===== src/design/param_bank_pkg.sv =====
/*
    Constants shared by the parameter register bank: word offsets, field positions,
    reset values and scan pipeline constants.
    Assumes a 32-bit Avalon-MM slave port with word addressing by byte address.
*/
package param_bank_pkg;

    localparam int          DATA_W          = 16;
    localparam int          ADDR_W          = 8;
    localparam int          NUM_WORDS       = 4;

    // Register indices; byte address is four times the index.
    localparam logic [5:0]  IDX_GENERAL_W   = 6'h00;
    localparam logic [5:0]  IDX_TRIM_W      = 6'h01;
    localparam logic [5:0]  IDX_RECEIVER_W  = 6'h02;
    localparam logic [5:0]  IDX_BUS_W       = 6'h03;
    localparam logic [5:0]  IDX_GENERAL_S   = 6'h10;
    localparam logic [5:0]  IDX_TRIM_S      = 6'h11;
    localparam logic [5:0]  IDX_RECEIVER_S  = 6'h12;
    localparam logic [5:0]  IDX_BUS_S       = 6'h13;
    // Status register added for the scan counter and programmed flags.
    localparam logic [5:0]  IDX_STATUS      = 6'h20;

    // Field positions.
    localparam int          LOCK_BIT        = 15;
    localparam int          STORED_FLAG_BIT = 0;
    localparam int          DET_LSB         = 1;
    localparam int          DET_MSB         = 3;
    localparam int          RES_LSB         = 4;
    localparam int          RES_MSB         = 6;
    localparam int          SETTLE_LSB      = 13;
    localparam int          SETTLE_MSB      = 15;

    // Reset values of the working copies.
    localparam logic [15:0] GENERAL_RST     = 16'h0000;
    localparam logic [15:0] TRIM_RST        = 16'h4000;
    localparam logic [15:0] RECEIVER_RST    = 16'h0280;
    localparam logic [15:0] BUS_RST         = 16'h0000;

    // Result returned settling value plus this many scans after the start.
    localparam logic [3:0]  SCAN_EXTRA      = 4'h3;
    localparam logic [31:0] UNMAPPED_READ   = 32'h00000000;

endpackage


===== src/design/light_barrier_config_regs.sv =====
/*
    Parameter register bank: four working copies, four one-time stored copies,
    a status word and the decoded receiver settings.
    Assumes an Avalon-MM master on mclk and a scan pulse from the bus logic.
*/
// The Avalon-MM register port was left to the implementer.
// Notes on behaviour
// - Lock bit 15 of general working word clear: working copies accept writes.
// - Lock bit set: working copies are protected from overwrite.
// - Stored word bit 0 sets itself when that word is programmed.
// - Detect threshold bits 3..1, 24nA to 108nA, default code 000.
// - Reserve threshold bits 6..4, 60nA to 144nA, default code 000.
// - Settle delay bits 15..13 set wake delay, default 000.
// - Result of scan n returns at scan n plus settle plus three.
`timescale 1ns/1ps
module light_barrier_config_regs
    import param_bank_pkg::*;
(
    // Clock and reset.
    input  wire logic                          mclk,
    input  wire logic                          rst_n,
    // Avalon-MM slave.
    input  wire logic [param_bank_pkg::ADDR_W-1:0] address,
    input  wire logic                          read,
    input  wire logic                          write,
    input  wire logic [31:0]                   writedata,
    input  wire logic [3:0]                    byteenable,
    output logic      [31:0]                   readdata,
    output logic                               waitrequest,
    // Scan events from the bus front end.
    input  wire logic                          scan_cmd,
    input  wire logic                          scan_start,
    // Decoded settings.
    output logic      [2:0]                    detect_threshold,
    output logic      [2:0]                    reserve_threshold,
    output logic      [2:0]                    settle_delay_select,
    output logic                               working_copy_lock,
    output logic                               result_due
);
    import param_bank_pkg::*;

    ////////////////////////////////////////////////////////////////////////////
    // Storage.

    logic [15:0] working [NUM_WORDS];
    logic [15:0] stored  [NUM_WORDS];
    logic        ack;
    logic [15:0] scan_count;

    function automatic logic [15:0] merge(input logic [15:0] old,
                                          input logic [31:0] wd,
                                          input logic [3:0]  be);
        logic [15:0] r;
        r = old;
        if (be[0])
            r[7:0] = wd[7:0];
        if (be[1])
            r[15:8] = wd[15:8];
        return r;
    endfunction

    ////////////////////////////////////////////////////////////////////////////
    // Decode.

    wire  [5:0]  idx        = address[7:2];
    wire         is_work    = (idx >= IDX_GENERAL_W) && (idx <= IDX_BUS_W);
    wire         is_stored  = (idx >= IDX_GENERAL_S) && (idx <= IDX_BUS_S);
    wire  [1:0]  word_sel   = idx[1:0];
    wire         lock       = working[0][LOCK_BIT];
    wire         wr_go      = write && !ack;
    wire         work_wr    = wr_go && is_work && !lock;
    // stored words burn once; the flag blocks any second burn.
    wire         stored_wr  = wr_go && is_stored && !stored[word_sel][STORED_FLAG_BIT];
    wire  [3:0]  flags      = {stored[3][0], stored[2][0], stored[1][0], stored[0][0]};
    wire  [31:0] status_wd  = {12'h000, flags, scan_count};
    wire  [31:0] next_rdata = is_work   ? {16'h0000, working[word_sel]} :
                              is_stored ? {16'h0000, stored[word_sel]} :
                              (idx == IDX_STATUS) ? status_wd : UNMAPPED_READ;

    // One wait cycle per access, so every transfer takes exactly two edges.
    assign waitrequest = (read || write) && !ack;

    ////////////////////////////////////////////////////////////////////////////
    // Registers.

    always_ff @(posedge mclk or negedge rst_n)
    begin
        if (!rst_n)
        begin
            ack      <= 1'b0;
            readdata <= 32'h00000000;
        end
        else
        begin
            ack <= (read || write) && !ack;
            if (read && !ack)
                readdata <= next_rdata;
        end
    end

    always_ff @(posedge mclk or negedge rst_n)
    begin
        if (!rst_n)
        begin
            working[0] <= GENERAL_RST;
            working[1] <= TRIM_RST;
            working[2] <= RECEIVER_RST;
            working[3] <= BUS_RST;
        end
        else if (work_wr)
            working[word_sel] <= merge(working[word_sel], writedata, byteenable);
    end

    always_ff @(posedge mclk or negedge rst_n)
    begin
        if (!rst_n)
            for (int i = 0; i < NUM_WORDS; i++)
                stored[i] <= 16'h0000;
        else if (stored_wr)
        begin
            stored[word_sel] <= merge(stored[word_sel], writedata, byteenable);
            stored[word_sel][STORED_FLAG_BIT] <= 1'b1;
        end
    end

    ////////////////////////////////////////////////////////////////////////////
    // Settings and scan pipeline.

    always_ff @(posedge mclk or negedge rst_n)
    begin
        if (!rst_n)
        begin
            detect_threshold    <= 3'h0;
            reserve_threshold   <= 3'h0;
            settle_delay_select <= 3'h0;
            working_copy_lock   <= 1'b0;
        end
        else
        begin
            detect_threshold    <= working[2][DET_MSB:DET_LSB];
            reserve_threshold   <= working[2][RES_MSB:RES_LSB];
            settle_delay_select <= working[2][SETTLE_MSB:SETTLE_LSB];
            working_copy_lock   <= lock;
        end
    end

    scan_delay u_scan_delay
    (
        .mclk       (mclk),
        .rst_n      (rst_n),
        .scan_cmd   (scan_cmd),
        .scan_start (scan_start),
        .settle_sel (working[2][SETTLE_MSB:SETTLE_LSB]),
        .scan_count (scan_count),
        .result_due (result_due)
    );
endmodule


===== src/design/scan_delay.sv =====
/*
    Scan command counter: computes at which scan count a started scan's result
    is returned.
    Assumes scan_cmd is a one-cycle pulse from logic on mclk.
*/
`timescale 1ns/1ps
module scan_delay
    import param_bank_pkg::*;
(
    // Clock and reset.
    input  wire logic        mclk,
    input  wire logic        rst_n,
    // Scan events.
    input  wire logic        scan_cmd,
    input  wire logic        scan_start,
    input  wire logic [2:0]  settle_sel,
    // Results.
    output logic      [15:0] scan_count,
    output logic             result_due
);
    import param_bank_pkg::*;

    logic [15:0] due_count;
    logic        armed;
    wire  [15:0] target = 16'(scan_count + 16'(settle_sel) + 16'(SCAN_EXTRA));
    // The scan whose own number equals the due count returns the result.
    wire         hit    = armed && scan_cmd && (scan_count == due_count);

    always_ff @(posedge mclk or negedge rst_n)
    begin
        if (!rst_n)
        begin
            scan_count <= 16'h0000;
            due_count  <= 16'h0000;
            armed      <= 1'b0;
            result_due <= 1'b0;
        end
        else
        begin
            result_due <= hit;
            if (scan_cmd)
                scan_count <= 16'(scan_count + 16'h0001);
            if (scan_cmd && scan_start)
            begin
                due_count <= target;
                armed     <= 1'b1;
            end
            else if (hit)
                armed <= 1'b0;
        end
    end
endmodule


===== config.mk =====
export PLATFORM = sky130hd
export DESIGN_NAME = light_barrier_config_regs
export DESIGN_NICKNAME = d
export VERILOG_FILES = /design/src/design/param_bank_pkg.sv /design/src/design/light_barrier_config_regs.sv /design/src/design/scan_delay.sv
export SDC_FILE = /design/constraint.sdc
export NUM_CORES = 1
export LEC_CHECK = 0
export ABC_AREA = 1
export BUFFER_PORTS_ARGS = -buffer_cell sky130_fd_sc_hd__clkbuf_2
export CORE_UTILIZATION = 50
export CTS_BUF_LIST = sky130_fd_sc_hd__clkbuf_16
export CTS_CLUSTER_SIZE = 8
export DETAILED_ROUTE_END_ITERATION = 8
export GPL_TIMING_DRIVEN = 0
export HOLD_SLACK_MARGIN = 0.1
export PLACE_DENSITY = 0.69
export REMOVE_ABC_BUFFERS = 1
export SYNTH_ARGS = -nofsm -noshare
export SYNTH_HDL_FRONTEND = slang
export SYNTH_HIERARCHICAL = 1
export SYNTH_SLANG_ARGS = --single-unit

===== constraint.sdc =====
create_clock -name mclk -period 6.4 [get_ports mclk]
set_input_delay 0.64 -clock mclk [delete_from_list [all_inputs] [get_ports mclk]]
set_output_delay 0.64 -clock mclk [all_outputs]
set_load 0.01 [all_outputs]

==> results.md <==
- The flow ran to the end, and the final reports show no timing, DRC or antenna violations.
- The synthesized flop and latch total is about 190.
- Port buffering added between 60 and 70 buffers.
- The net count reported at finish is ~1600.
- Ranked by total cell area, the synthesized netlist is headed by dfrtp_1 (46%), nand2_1 (34%), inv_1 (3.1%).
- The post-cts sizing count is 0.
- The worst-case IR drop observed on VDD is about 0.20 mV.
- The tree is rooted in a clkbuf_16.
- The die is between 100 and 150 um wide.
- In the final routed layout, each cell accounts on average for approximately 15 um.
- The kind of cell adding the most delay to the critical path is buffers and inverters.
- The worst path buffer plus inverter count is 4.
- The number of antenna violations at the first check in global routing came to 0.
- The total overflow reported by the global router is 0.
- Timing would allow up to around 0.30 GHz.
- The repair_antennas step left the layout with diodes totalling 0.
- The share of async-settable or async-resettable flops after synthesis is 100.0%.
- The worst setup path is captured at a flop.
- Dividing the synthesized area by the synthesized cell count gives a little under 7 um^2.
- The most frequent cell on the critical path is inv_2.
- The via count of the first global-routing pass is 8593.
- Once detailed placement completed, the half-perimeter wirelength came to between 15000 and 20000 um.
- The share of post-route cells with drive strength above 1 is 9.233%.
- The die height is approximately 150 um.
- For this run, the number of Yosys warnings is 6.
- The pin count of the biggest net entering global routing is ~110.
- The biggest fanout along the worst timing path is 68.
- The die covers about 21000 um^2.
- The cell area after technology mapping is slightly above 10000 um^2.
- The sequential-to-total area share from yosys stat is between 40% and 50%.
- The first global-routing pass estimated 44810 um of wire.
- The initialized floorplan defines between 50 and 60 standard-cell rows.
- Wires add up to around 28000 um.
- Power spread over the standard cell area amounts to 259.8 nW/um^2.
- The largest buffer count on any clock path is 2.
- Max-cap violations in this run came to 0.
- Setup repair after global routing left no endpoint under its margin.
- The share of synthesized area in the top cell type comes to 46.04%.
- Once the clock tree was built, the setup fixing pass inserted 0 buffers.
- The number of buffers inserted by hold repair at cts is 0.
- Dividing the detail-routed via count by the number of cells gives roughly 5.1.
- The number of vias in the routed layout is 9186.
- At the pin with the least slew margin, the transition time is between 1000 and 1500 ps.
- TritonCTS built the clock tree.
- The leakage power of the design is ~6.7 nW.
- The top flip-flop cell by instance count after synthesis is dfrtp_1.
- Yosys mapped the design onto 38 distinct sky130hd cell types.
- 94 I/O pins were placed.
- Setup violations remaining at the end of the flow were counted as 0.
- The total negative slack is 0 ps.
- Global routing consumed, over all layers together, approximately 27% of the routing resources.
- The type of the tightest min-delay check is input port to async pin.
- In the routed design, unresolved DRC markers number 0.
- The library cell contributing the largest single delay on the critical path is inv_2.
- STA classifies the critical path startpoint as an input port.
- The data arrival time at the worst-slack endpoint is approximately 3700 ps.
- The initial core utilization is 51.03%.
- The later pin in the worst-skew pair is clocked with a latency of 440 ps.
- Walking the worst path, the cells encountered are clkbuf_4 -> inv_2 -> nor2_1 -> inv_2 -> nor2_4 -> inv_2 -> nand2_1 -> nand2_1.
- The number of hold violations in the final report was 0.
- After clock tree synthesis, the clock-pin slew on the worst setup and hold paths is approximately 70 ps.
- Buffers inserted during clock tree synthesis total 17.
- Dividing the final minimum period by the clock period gives 52.38%.
- The iteration-0 DRC count of the detailed router is 815.
- The critical path is of the input port to flop type.
- The total area inside the core boundary comes to between 20000 and 25000 um^2.
- The number of max-slew violations in the final report is 0.
- The worst hold slack after final layout is 216.5 ps.
- The number of clock sinks is 193.
- The global placement routability congestion is between 0.9 and 1.
- Data on the critical path is required at its endpoint by approximately 6700 ps.
- In this design, the stage delay of the slowest critical-path cell is about 800 ps.
- The filler cell count is roughly 2000.
- The worst pin sits at a relative slew slack of a little over an eighth.
- The H-tree depth reported by CTS is 4.
- dfrtp_1 takes more of the synthesized area than any other cell.
- The instance count of the mapped netlist is 1499.
- The area added between synthesis and finish is 9.112%.
- The clock skew after layout is around 8.0 ps.
- Once detail routing completed, the nets flagged for antenna violations numbered 0.
- The iteration count of the initial detailed-routing pass is 5.
- In this run, synthesis inferred 0 flip-flops with an integrated enable.
- The final critical delay including setup and external delays is ~3400 ps.
- The total power of the final layout is about 0.0029 W.
==> power breakdown <==
| group | total, W | switching (W) | internal, W |
|---|---|---|---|
| registers | 0.00137 | 0.0000840 | 0.00129 |
| logic | 0.000529 | 0.000356 | 0.000173 |
| clock network | 0.00103 | 0.000484 | 0.000542 |
| total | 0.00293 | 0.000923 | 0.00200 |
==> cell type report <==
class / count / area, um^2 / area share [%]
clock buffer: 17 / 425.4 / 3.776
clock inverter: 15 / 133.9 / 1.188
multi-input combinational: 1144 / 4777 / 42.40
tap: 270 / 337.8 / 2.998
timing repair buffer: 62 / 344.1 / 3.054
inverter: 107 / 415.4 / 3.687
sequential: 193 / 4833 / 42.90
==> Yosys cell counts, types with 2 or more instances <==
cell type and count:
a21oi_1 7, buf_1 6, buf_2 22, buf_4 19, clkbuf_1 19, clkinv_1 3
dfrtp_1 190, dfstp_2 3, ha_1 7, inv_1 85, inv_2 18, nand2_1 923
nand2_2 6, nand3_1 39, nand3_4 3, nand3b_1 2, nand4_1 6, nor2_1 71
nor2_2 6, nor2_4 7, o21ai_0 14, o21ai_1 7, o22ai_1 4, or2_1 2
xnor2_1 3, xor2_1 15
==> registers in the layout, summed over array words and instances (netlist names), 3 cells and up <==
| register | count |
|---|---|
| detect_threshold | 3 |
| flags | 4 |
| readdata | 20 |
| reserve_threshold | 3 |
| settle_delay_select | 3 |
| stored | 60 |
| u_scan_delay/due_count | 16 |
| u_scan_delay/scan_count | 16 |
| working | 63 |
==> layer usage <==
metal | share of wire, % | wire length [um] | track usage (%)
met1 | 43 | 12060 | 36.94
met2 | 47 | 13010 | 43.92
met3 | 6.4 | 1787 | 3.762
met4 | 3.1 | 870 | 11.32
met5 | 0 | 0 | 0
==> worst paths after layout <==
kind	end	slack [ps]	cells past startpoint	start
max	working[41]	3050	8	address[2]
min	settle_delay_select[1]	220	1	rst_n
max reg2reg	readdata[19]	3490	5	ack
min reg2reg	reserve_threshold[0]	400	0	working[20]
max in group asynchronous	working[23]	5220	2	rst_n
min in group mclk	reserve_threshold[0]	400	0	working[20]
==> layout by cell type (no fill, tap or decap), types with 12 or more instances in the layout <==
cell type and n:
nand2_1 923, dfrtp_1 190, inv_1 86, nor2_1 71, clkbuf_2 59, nand3_1 39
inv_2 18, clkbuf_16 17, xor2_1 15, o21ai_0 14, conb_1 12
==> kinds of logic (layout without fill, tap and decap cells) <==
family          Yosys count  count (layout)  share of synthesized area [%]
xor+xnor                 18              18                          1.527
other cells               1              12                        0.03632
flops                   193             193                          46.81
compound gates           34              34                          1.745
fa+ha+maj                 8               8                          1.042
buf+inv                 173             201                          7.379
simple gates           1072            1072                          41.46
==> through the flow <==
step | setup slack, ps | instances | instance area (um^2) | util (%)
floorplan | 3962 | 1444 | 10020 | -
global placement | 875.0 | 1775 | 10660 | 52.70
detailed placement | 2646 | 1776 | 10710 | 52.92
CTS | 3100 | 1808 | 11270 | 55.68
global route | 2884 | 1808 | 11270 | 55.68
finish | 3047 | 1808 | 11270 | 55.68
Power figures use the tool's default switching activity.
